### src/verilog/cfm_cfg.svh
// Constants of the clock supervisor: counts, field codes and reset values.
// Assumes inclusion by every design file that needs these numbers.
`ifndef CFM_CFG_SVH
`define CFM_CFG_SVH

// Failure watch: reference cycles without a watched edge
`define CFM_FAIL_LIMIT       6'h20
`define CFM_FAIL_CNT_W       6

// Frequency window check widths
`define CFM_COUNT_W          16
`define CFM_DIV_W            10

// Count-cycle field codes and reset value
`define CFM_CCS_DIV256       3'h5
`define CFM_CCS_DIV512       3'h6
`define CFM_CCS_DIV1024      3'h7
`define CFM_CCS_RESET        3'h7

// Divider bit that gives each ratio
`define CFM_DIV256_BIT       7
`define CFM_DIV512_BIT       8
`define CFM_DIV1024_BIT      9

// Window and captured count reset values
`define CFM_UPPER_RESET      16'hFFFF
`define CFM_LOWER_RESET      16'h0000
`define CFM_CAPTURE_RESET    16'h0000

`endif

### src/verilog/cfm_pkg.sv
// Types shared by the clock supervisor design files.
// Assumes nothing beyond a SystemVerilog compiler.
package cfm_pkg;

  // Frequency window check sequencing
  typedef enum logic [1:0] {
    cfm_fs_idle    = 2'b00,
    cfm_fs_arm     = 2'b01,
    cfm_fs_measure = 2'b10
  } cfm_freq_state_type;

endpackage

### src/verilog/cfm_sync.sv
// Two-stage synchroniser with a rising-edge pulse for each bit.
// Assumes inputs are asynchronous pins; rise pulses last one mclk cycle.
module cfm_sync #(
  parameter int WIDTH = 4
) (
  input  wire logic             mclk,
  input  wire logic             rst,
  input  wire logic [WIDTH-1:0] async_in,
  output logic      [WIDTH-1:0] sync_out,
  output logic      [WIDTH-1:0] rise
);

  logic [WIDTH-1:0] stage1;
  logic [WIDTH-1:0] stage2;
  logic [WIDTH-1:0] stage3;

  // ----------------------------------------
  // Sampling chain
  // ----------------------------------------
  // Stage1 is read only by stage2 to keep metastability contained
  always_ff @(posedge mclk) begin
    if (rst) begin
      stage1 <= '0;
      stage2 <= '0;
      stage3 <= '0;
    end else begin
      stage1 <= async_in;
      stage2 <= stage1;
      stage3 <= stage2;
    end
  end

  assign sync_out = stage2;
  assign rise     = stage2 & ~stage3;

endmodule

### src/verilog/cfm_fail_watch.sv
// One clock failure watch: counts reference edges between watched edges.
// Assumes edge pulses are one mclk cycle wide and already synchronised.
`include "cfm_cfg.svh"
module cfm_fail_watch (
  input  wire logic mclk,
  input  wire logic rst,
  input  wire logic active,
  input  wire logic ref_edge,
  input  wire logic watch_edge,
  output logic      fail
);

  logic [`CFM_FAIL_CNT_W-1:0] gap_count;
  logic [`CFM_FAIL_CNT_W-1:0] next_gap_count;
  logic                       next_fail;

  // ----------------------------------------
  // Gap counter
  // ----------------------------------------
  // A watched edge restarts the gap; inactive watch holds it at zero
  always_comb begin
    next_gap_count = gap_count;
    next_fail      = 1'b0;
    if (!active || watch_edge) begin
      next_gap_count = '0;
    end else if (ref_edge) begin
      if (gap_count == `CFM_FAIL_LIMIT - 6'h01) begin
        next_fail      = 1'b1;
        next_gap_count = '0;
      end else begin
        next_gap_count = gap_count + 6'h01;
      end
    end
  end

  always_ff @(posedge mclk) begin
    if (rst) begin
      gap_count <= '0;
      fail      <= 1'b0;
    end else begin
      gap_count <= next_gap_count;
      fail      <= next_fail;
    end
  end

endmodule

### src/verilog/cfm_top.sv
// Clock supervisor: main/sub clock failure watch and main clock window check.
// Assumes oscillator and clock pins are asynchronous to mclk; control and
// status levels come from logic on mclk. Reset requests hold until rst.
//
// Function
// - Main clock missing for 32 high-speed CR cycles requests system reset.
// - Sub clock missing for 32 low-speed CR cycles requests system reset.
// - Main and sub failure watches run independently of each other.
// - Failure watch pauses while oscillators stopped or stabilising.
// - Failure watch resumes on its own once stabilisation ends.
// - Separate main and sub enables; a disabled watch never requests reset.
// - Count main-clock cycles between rising edges of divided high-speed CR.
// - Codes 101/110/111 divide by 256/512/1024; resets to 111.
// - Count within lower..upper inclusive is a normal frequency.
// - Count outside the window flags error and raises interrupt request.
// - With reset enabled, repeat error while interrupt pending requests reset.
// - With reset disabled, repeated errors give only interrupt requests.
// - Out-of-window count is latched into the captured count register.
// - Window check watches main clock; pauses while it stops or stabilises.
// - Window check starts only when software sets its enable.
`include "cfm_cfg.svh"
module cfm_top
  import cfm_pkg::*;
(
  input  wire logic                    mclk,
  input  wire logic                    rst,
  input  wire logic                    main_clk_pin,
  input  wire logic                    sub_clk_pin,
  input  wire logic                    hcr_clk_pin,
  input  wire logic                    lcr_clk_pin,
  input  wire logic                    main_osc_ready,
  input  wire logic                    sub_osc_ready,
  input  wire logic                    main_fail_monitor_enable,
  input  wire logic                    sub_fail_monitor_enable,
  input  wire logic                    freq_check_enable,
  input  wire logic                    freq_reset_enable,
  input  wire logic [2:0]              count_cycle_select,
  input  wire logic [`CFM_COUNT_W-1:0] window_upper_reg,
  input  wire logic [`CFM_COUNT_W-1:0] window_lower_reg,
  input  wire logic                    fail_flag_clear,
  input  wire logic                    freq_irq_clear,
  output logic                         main_fail_flag,
  output logic                         sub_fail_flag,
  output logic                         fail_reset_req,
  output logic                         freq_irq_req,
  output logic                         freq_reset_req,
  output logic [`CFM_COUNT_W-1:0]      captured_count_reg,
  output logic [`CFM_COUNT_W-1:0]      live_count
);

  // ----------------------------------------
  // Pin synchronisation
  // ----------------------------------------
  logic [3:0] pin_sync;
  logic [3:0] pin_rise;
  logic       main_edge;
  logic       sub_edge;
  logic       hcr_edge;
  logic       lcr_edge;

  // All four clocks are sampled; mclk must be well above each of them
  cfm_sync #(
    .WIDTH (4)
  ) u_sync (
    .mclk     (mclk),
    .rst      (rst),
    .async_in ({lcr_clk_pin, hcr_clk_pin, sub_clk_pin, main_clk_pin}),
    .sync_out (pin_sync),
    .rise     (pin_rise)
  );

  assign main_edge = pin_rise[0];
  assign sub_edge  = pin_rise[1];
  assign hcr_edge  = pin_rise[2];
  assign lcr_edge  = pin_rise[3];

  // ----------------------------------------
  // Clock failure watches
  // ----------------------------------------
  logic main_active;
  logic sub_active;
  logic main_fail;
  logic sub_fail;

  assign main_active = main_fail_monitor_enable & main_osc_ready;
  assign sub_active  = sub_fail_monitor_enable & sub_osc_ready;

  cfm_fail_watch u_main_watch (
    .mclk       (mclk),
    .rst        (rst),
    .active     (main_active),
    .ref_edge   (hcr_edge),
    .watch_edge (main_edge),
    .fail       (main_fail)
  );

  cfm_fail_watch u_sub_watch (
    .mclk       (mclk),
    .rst        (rst),
    .active     (sub_active),
    .ref_edge   (lcr_edge),
    .watch_edge (sub_edge),
    .fail       (sub_fail)
  );

  // ----------------------------------------
  // Failure flags and reset request
  // ----------------------------------------
  logic next_main_fail_flag;
  logic next_sub_fail_flag;
  logic next_fail_reset_req;

  // A failure in the clearing cycle wins over the clear
  always_comb begin
    next_main_fail_flag = main_fail | (main_fail_flag & ~fail_flag_clear);
    next_sub_fail_flag  = sub_fail | (sub_fail_flag & ~fail_flag_clear);
    // Request holds until the system reset it asks for arrives
    next_fail_reset_req = fail_reset_req | main_fail | sub_fail;
  end

  always_ff @(posedge mclk) begin
    if (rst) begin
      main_fail_flag <= 1'b0;
      sub_fail_flag  <= 1'b0;
      fail_reset_req <= 1'b0;
    end else begin
      main_fail_flag <= next_main_fail_flag;
      sub_fail_flag  <= next_sub_fail_flag;
      fail_reset_req <= next_fail_reset_req;
    end
  end

  // ----------------------------------------
  // Settings held while the check runs
  // ----------------------------------------
  logic                    check_run;
  logic [2:0]              ccs_held;
  logic [2:0]              next_ccs_held;
  logic                    reset_en_held;
  logic                    next_reset_en_held;
  logic [`CFM_COUNT_W-1:0] upper_held;
  logic [`CFM_COUNT_W-1:0] next_upper_held;
  logic [`CFM_COUNT_W-1:0] lower_held;
  logic [`CFM_COUNT_W-1:0] next_lower_held;

  assign check_run = freq_check_enable & main_osc_ready;

  // Settings are taken while the check is off, so a careless write
  // during a measurement cannot tear a comparison
  always_comb begin
    next_ccs_held      = ccs_held;
    next_reset_en_held = reset_en_held;
    next_upper_held    = upper_held;
    next_lower_held    = lower_held;
    if (!freq_check_enable) begin
      next_ccs_held      = count_cycle_select;
      next_reset_en_held = freq_reset_enable;
      next_upper_held    = window_upper_reg;
      next_lower_held    = window_lower_reg;
    end
  end

  always_ff @(posedge mclk) begin
    if (rst) begin
      ccs_held      <= `CFM_CCS_RESET;
      reset_en_held <= 1'b0;
      upper_held    <= `CFM_UPPER_RESET;
      lower_held    <= `CFM_LOWER_RESET;
    end else begin
      ccs_held      <= next_ccs_held;
      reset_en_held <= next_reset_en_held;
      upper_held    <= next_upper_held;
      lower_held    <= next_lower_held;
    end
  end

  // ----------------------------------------
  // High-speed CR divider
  // ----------------------------------------
  logic [`CFM_DIV_W-1:0] div_count;
  logic [`CFM_DIV_W-1:0] next_div_count;
  logic                  div_tap;
  logic                  div_tap_last;
  logic                  div_edge;

  // Divider advances on synchronised CR edges, so its output is
  // already in the mclk domain
  always_comb begin
    next_div_count = div_count;
    if (!check_run) begin
      next_div_count = '0;
    end else if (hcr_edge) begin
      next_div_count = div_count + 10'h001;
    end
  end

  // ratio select
  // Prohibited codes fall back to the slowest ratio
  always_comb begin
    case (ccs_held)
      `CFM_CCS_DIV256: div_tap = div_count[`CFM_DIV256_BIT];
      `CFM_CCS_DIV512: div_tap = div_count[`CFM_DIV512_BIT];
      default:         div_tap = div_count[`CFM_DIV1024_BIT];
    endcase
  end

  assign div_edge = div_tap & ~div_tap_last;

  always_ff @(posedge mclk) begin
    if (rst) begin
      div_count    <= '0;
      div_tap_last <= 1'b0;
    end else begin
      div_count    <= next_div_count;
      div_tap_last <= div_tap;
    end
  end

  // ----------------------------------------
  // Frequency window check
  // ----------------------------------------
  cfm_freq_state_type      fstate;
  cfm_freq_state_type      next_fstate;
  logic [`CFM_COUNT_W-1:0] next_live_count;
  logic [`CFM_COUNT_W-1:0] next_captured_count_reg;
  logic                    next_freq_irq_req;
  logic                    next_freq_reset_req;
  logic                    out_of_window;
  logic                    freq_err;

  assign out_of_window = (live_count < lower_held) || (live_count > upper_held);

  always_comb begin
    next_fstate             = fstate;
    next_live_count         = live_count;
    next_captured_count_reg = captured_count_reg;
    freq_err                = 1'b0;
    case (fstate)
      cfm_fs_idle: begin
        next_live_count = '0;
        if (check_run) begin
          next_fstate = cfm_fs_arm;
        end
      end
      cfm_fs_arm: begin
        // First divided edge only opens the first interval
        next_live_count = '0;
        if (!check_run) begin
          next_fstate = cfm_fs_idle;
        end else if (div_edge) begin
          next_fstate = cfm_fs_measure;
        end
      end
      cfm_fs_measure: begin
        if (!check_run) begin
          next_fstate     = cfm_fs_idle;
          next_live_count = '0;
        end else if (div_edge) begin
          next_live_count = '0;
          if (out_of_window) begin
            freq_err = 1'b1;
            next_captured_count_reg = live_count;
          end
        end else if (main_edge && live_count != 16'hFFFF) begin
          next_live_count = live_count + 16'h0001;
        end
      end
      default: begin
        next_fstate     = cfm_fs_idle;
        next_live_count = '0;
      end
    endcase
  end

  // Interrupt and reset request
  always_comb begin
    next_freq_irq_req   = freq_err | (freq_irq_req & ~freq_irq_clear);
    next_freq_reset_req = freq_reset_req;
    if (freq_err && freq_irq_req && reset_en_held) begin
      next_freq_reset_req = 1'b1;
    end
  end

  always_ff @(posedge mclk) begin
    if (rst) begin
      fstate             <= cfm_fs_idle;
      live_count         <= '0;
      captured_count_reg <= `CFM_CAPTURE_RESET;
      freq_irq_req       <= 1'b0;
      freq_reset_req     <= 1'b0;
    end else begin
      fstate             <= next_fstate;
      live_count         <= next_live_count;
      captured_count_reg <= next_captured_count_reg;
      freq_irq_req       <= next_freq_irq_req;
      freq_reset_req     <= next_freq_reset_req;
    end
  end

endmodule

### config.mk
export PLATFORM = sky130hd
export DESIGN_NAME = cfm_top
export DESIGN_NICKNAME = d
export VERILOG_FILES = /design/src/verilog/cfm_pkg.sv /design/src/verilog/cfm_sync.sv /design/src/verilog/cfm_fail_watch.sv /design/src/verilog/cfm_top.sv
export VERILOG_INCLUDE_DIRS = /design/src /design/src/verilog
export SDC_FILE = /design/constraint.sdc
export NUM_CORES = 1
export LEC_CHECK = 0
export ABC_CLOCK_PERIOD_IN_PS = 5300
export BUFFER_PORTS_ARGS = -buffer_cell sky130_fd_sc_hd__buf_2
export CORE_ASPECT_RATIO = 0.75
export CORE_MARGIN = 4
export CORE_UTILIZATION = 55
export CTS_BUF_LIST = sky130_fd_sc_hd__clkbuf_2
export DETAILED_ROUTE_END_ITERATION = 7
export GPL_TIMING_DRIVEN = 0
export HOLD_SLACK_MARGIN = 0.08
export MAX_ROUTING_LAYER = met4
export PLACE_DENSITY = 0.78
export SETUP_SLACK_MARGIN = 0.02
export SLEW_MARGIN = 0
export SYNTH_ARGS = -nofsm -noshare
export SYNTH_HDL_FRONTEND = slang
export SYNTH_SLANG_ARGS = --single-unit
### constraint.sdc
create_clock -name mclk -period 5.3 [get_ports mclk]
set_input_delay 0.53 -clock mclk [delete_from_list [all_inputs] [get_ports mclk]]
set_output_delay 0.53 -clock mclk [all_outputs]
set_load 0.03 [all_outputs]
After elaboration in Yosys (flattened, before gate mapping)
Cells that the tools add are included.
{"block": "totals", "output_inout_bits": 37, "ff_bits": 112, "elab_cells": 89}
{"block": "classes", "n_reduce_logical": 17, "eq_ne": 10, "add_sub_neg": 4, "muxes": 14, "order_cmp": 2, "bitwise": 21}
{"operator": "adder 16 x 1 -> 16 bit, second input constant", "n": 1}
{"operator": "> comparator 16 bit", "n": 1}
{"operator": "< comparator 16 bit", "n": 1}
{"operator": "!= test 16 bit, second input constant", "n": 1}
{"operator": "adder 6 x 1 -> 6 bit, second input constant", "n": 2}
{"operator": "equality test 6 x 5 -> 1 bit, second input constant", "n": 2}
{"operator": "2-to-1 mux 6 bit", "n": 2}
{"operator": "adder 10 x 1 -> 10 bit, second input constant", "n": 1}
{"operator": "2-to-1 mux 2 bit", "n": 4}
{"operator": "bitwise AND 1 bit", "n": 7}
{"operator": "NOT 1 bit", "n": 7}
{"operator": "equality test 3 bit, second input constant", "n": 2}
{"operator": "2-to-1 mux 1 bit", "n": 6}
{"operator": "one-hot mux 2 bit (3 select lines)", "n": 1}
{"operator": "OR reduction 2 bit", "n": 3}
{"operator": "OR reduction 3 bit", "n": 2}
{"operator": "OR 1 bit", "n": 5}
{"operator": "bitwise AND 4 bit", "n": 1}
{"operator": "!= test 2 bit, second input constant", "n": 2}
{"operator": "NOT 4 bit", "n": 1}
{"operator": "AND reduction 4 bit", "n": 1}
{"operator": "OR reduction 4 bit", "n": 1}
{"operator": "logical AND 1 bit", "n": 3}
{"operator": "logical OR 1 bit", "n": 3}
{"operator": "7 further kinds", "n": 8}

Depth between registers and ports, before layout
{"block": "logic_depth", "word_depth": 8, "mapped_depth": 10, "depth_no_buf": 8}

Hierarchy
From an unflattened synthesis, not the netlist that was laid out.
{"block": "unflattened", "hier_cells": 558, "area_unflattened_um2": 5247.5}
{"module": "cfm_top", "area_per_inst_um2": 4277.9, "seq_area_each_um2": 1721.7, "cells_per_inst": 469, "n_inst": 1}
{"module": "cfm_fail_watch", "area_per_inst_um2": 289.0, "seq_area_each_um2": 140.1, "cells_per_inst": 30, "n_inst": 2}
{"module": "cfm_sync", "area_per_inst_um2": 391.6, "seq_area_each_um2": 240.2, "cells_per_inst": 29, "n_inst": 1}

Worst setup path after synthesis
No wires, ideal clock.
{"block": "synth_timing", "path_kind": "register -> register", "startpoint": "reg live_count[7]", "endpoint": "reg captured_count_reg[10]", "setup_ns": 0.072, "path_buffers": 2, "stages_incl_launch_ff": 10, "t_arrival_ns": 2.281, "slack_ns": 2.947, "period_less_slack_ns": 2.353, "required_ns": 5.228, "path_cell_list": "dfxtp_1 ha_1 a21oi_1 o21ai_0 a221o_1 a211o_1 a22oi_2 buf_6 buf_12 mux2i_1"}
{"block": "synth_via", "elab_chain_len": 3, "word_cells_on_any_way": 4, "cone_classes": "order compare: 2; reduce/logical: 2"}
{"element": "start: declaration", "line_no": "cfm_top.sv:48", "text": "output logic [`CFM_COUNT_W-1:0] live_count"}
{"element": "start signal: assignment", "line_no": "cfm_top.sv:293", "text": "live_count <= next_live_count;"}
{"element": "< comparator 16 bit or > comparator 16 bit (tied branches)", "line_no": "cfm_top.sv:231", "text": "assign out_of_window = (live_count < lower_held) || (live_count > upper_held);"}
{"element": "logical OR 1 bit (*)", "line_no": "cfm_top.sv:231"}
{"element": "AND reduction 4 bit (no source line) (*)"}
{"element": "end signal: assignment", "line_no": "cfm_top.sv:288", "text": "captured_count_reg <= `CFM_CAPTURE_RESET;"}
{"element": "end signal: assignment", "line_no": "cfm_top.sv:294", "text": "captured_count_reg <= next_captured_count_reg;"}
{"element": "end: declaration", "line_no": "cfm_top.sv:47", "text": "output logic [`CFM_COUNT_W-1:0] captured_count_reg,"}
Every way passes the cells marked *; elsewhere a longest branch is shown, timed or not.
A chain may end at the register's enable or synchronous reset.

Worst setup path after layout
{"block": "layout_timing", "startpoint": "reg live_count[7]", "endpoint": "reg captured_count_reg[14]"}
Same word-level chain as after synthesis.

==> summary.txt <==
Outcome
  • Outcome: completed

Final layout
  • NumNets Final: 726
  • Commonest non-fill, non-tap cell in the layout: dfxtp_1
  • Synthesis-to-finish area growth: 13.4%
  • Share of cells above drive strength 1: 16.8%
  • Ant diodes: 0
  • Most frequent cells in the layout: 112 x dfxtp_1, 86 x buf_2, 63 x nor2_1
  • Finished Layout Cells: 775

Synth
  • Syn Area/Cell: 9.42 um2
  • Cell Area, Synth: 0.00513 mm2
  • Flops & latches, synth: 112
  • Yosys warning total: 0
  • Synth Instances: 545
  • Register area share after synthesis: 43.7%
  • Synthesized Nets: 629
  • Distinct cells, synth: 40

Clocking
  • # resized after CTS: 0
  • Clk sinks: 112
  • CTS tree: done
  • Clock transition at path regs: 0.27 ns
  • Hold Buf Count CTS: 2
  • Clock insertion delay at the later pin of the skew report: 0.60 ns
  • Clk buf depth: 2
  • H-Tree Depth: 3
  • Clock Tree Root: clkbuf_2
  • TritonCTS Buffers: 9
  • Post-CTS Repair Setup Buffers: 0

Die
  • # IOs: 86
  • Initial core utilization: 56.5%
  • Core area: 0.00908 mm2
  • Die extent in y: 91.7 um
  • Full die area: 0.0110 mm2
  • Number of cell rows: 30
  • Die Span X: 120 um

STA
  • Final hold viol count: 0
  • Final Cycle Share: 46.8%
  • Minimum clock period: 2.48 ns
  • Max Fclk: 403 MHz
  • Final Max Slew Viols: 0
  • RSZ-0062 raised after global routing: no
  • Fin Clk Skew: 0.0243 ns
  • TNS Setup: 0 ns
  • Rel. slew slack: 49.0%
  • Worst slew pin tran: 0.761 ns
  • Final setup viols: 0

Run
  • Max-cap violation count: 0

Worst setup path
  • CP max stage cell: dfxtp_1
  • Crit path launch: live_count[7]
  • Critical path arrival: 3.02 ns
  • Startpoint types: register
  • Reg2Reg Launch Point: live_count[7]
  • Worst EP required: 5.84 ns
  • FF-to-FF path depth: 9
  • R2R Setup Slk: 2.82 ns
  • Worst setup path class: register to register
  • Worst path max stage delay: 0.57 ns
  • Crit. End Element: register
  • CP max FO: 10
  • Reg2reg end: captured_count_reg[14]
  • Critical-path cell list: ha_1, a21oi_1, o21ai_0, a221o_1, a211o_1, a22oi_2, buf_6, buf_12, mux2i_1

Hold path
  • Hold endpoint: u_sync.stage1[2]
  • Worst Hold Class: input port to register
  • Hold Path Origin: hcr_clk_pin
  • Cell count of the worst hold path: 2

Place
  • PortBufs: 84
  • Placed cells: 757
  • DP HPWL: 8800 um
  • Gp weighted congestion: 0.843

Routing
  • Drt drc: 0
  • DRT iter0 DRCs: 217
  • First-pass detailed-route iteration total: 4
  • Drt wl/cell: 14.4 um
  • ANT nets after route: 0
  • Vias per inst: 5.21
  • Routed WL: 11200 um
  • DR vias: 4034

GRT
  • Largest net degree at the start of global routing: 18
  • First-pass GRT wire length: 18900 um
  • Vias in the first global route: 4043
  • Remaining Overflow, GRT: 0
  • Initial antenna violation count: 0
  • GRT Overall Usage: 22.0%

Power and ir drop
  • PwrDens: 228 mW/mm2
  • P_leak: 2.69 nW
  • Peak supply drop: 0.000131 V
==> cell families (layout without fill, tap and decap cells) <==
group / Yosys count / in the layout / share of synthesized area, %
buffers and inverters: 58 / 160 / 4.82
AO/OA/AOI/OAI: 57 / 57 / 8.11
XOR/XNOR: 34 / 34 / 5.80
multiplexers: 37 / 37 / 7.21
adder cells (fa/ha/maj): 35 / 35 / 8.53
AND/OR/NAND/NOR: 212 / 212 / 21.9
flip-flops: 112 / 112 / 43.7
==> worst max path at each step <==
stage | endpoint | slack [ns] | cells past startpoint
floorplan | captured_count_reg[10] | 2.95 | 9
global placement | lower_held[14] | 2.93 | 6
detailed placement | captured_count_reg[14] | 2.89 | 9
CTS | captured_count_reg[14] | 2.82 | 9
global route | captured_count_reg[11] | 2.69 | 9
finish | captured_count_reg[14] | 2.82 | 9
==> through the flow <==
| stage | util, % | hold WS [ns] | setup slack, ns | power, mW | instance area, um2 |
|---|---|---|---|---|---|
| 2_1_floorplan | - | 0.414 | 2.95 | 0.971 | 5130 |
| 3_3_place_gp | 62.9 | 0.418 | 2.93 | 1.01 | 5720 |
| 3_5_place_dp | 62.9 | 0.426 | 2.89 | 1.01 | 5720 |
| 4_1_cts | 64.1 | 0.0976 | 2.82 | 1.34 | 5820 |
| 5_1_grt | 64.1 | 0.102 | 2.69 | 1.39 | 5820 |
| 6_report | 64.1 | 0.133 | 2.82 | 1.33 | 5820 |
==> where the power goes <==
part	leakage (nW)	switching, mW	total [mW]	internal, mW
sequential	0.913	0.0121	0.880	0.868
clock	0.0631	0.265	0.327	0.0620
combinational	1.71	0.0636	0.120	0.0568
==> synthesized netlist by cell type <==
library cell  count  area [um2]
a2111oi_4         1        27.5
ha_1             35         438
o21ai_0           5        25.0
buf_1             2        7.51
nor3_1            2        10.0
a21oi_1          20         100
and4_1            4        35.0
nand3_1          12        60.1
nor4_1            2        12.5
buf_6             1        11.3
mux2i_1          37         370
nand4_1          15        93.8
or3_4             1        11.3
nand2b_1         39         244
o21a_1            1        7.51
buf_12            1        20.0
or3_1             3        18.8
a211o_1          19         166
xnor2_1           9        78.8
inv_1            36         135
buf_2             2        10.0
or3b_2            1        8.76
nor2_1           63         236
a211oi_1          5        37.5
a211o_2           1        10.0
clkbuf_1         15        56.3
a31oi_1           1        6.26
buf_4             1        7.51
o22ai_1           1        6.26
nand4b_1          2        17.5
a221o_1           1        10.0
a21o_1            1        7.51
a22oi_2           1        12.5
dfxtp_1         112        2240
nand3b_1          3        22.5
nor2b_1          34         213
xor2_1           25         219
and3_1            6        37.5
nor3b_1           2        15.0
nand2_1          23        86.3
==> critical path: cells and delay by family, from the launching register on <==
family                   cells  cell delay (ns)
AO/OA/AOI/OAI                5             1.02
adder cells (fa/ha/maj)      1             0.31
buffers and inverters        2             0.35
multiplexers                 1             0.19
flip-flops                   1             0.57
==> metal layers <==
metal	vias to the layer above	part of all wire, %	track usage, %	wire, um
li1	2033	-	-	-
met1	1878	47	28.8	5270
met2	107	45	34.3	5020
met3	16	6.6	4.99	743
met4	0	1.4	7.05	151
met5	-	0	-	0
==> layout make-up <==
type	count	area (um2)
fillers	794	3260
multi-input cells	375	2650
flip-flops and latches	112	2240
repair buffers	86	440
well taps	128	160
inverters	36	135
plain buffers	22	113
clock buffers	10	50.0
clock inverters	6	36.3
Power figures use the tool's default switching activity.
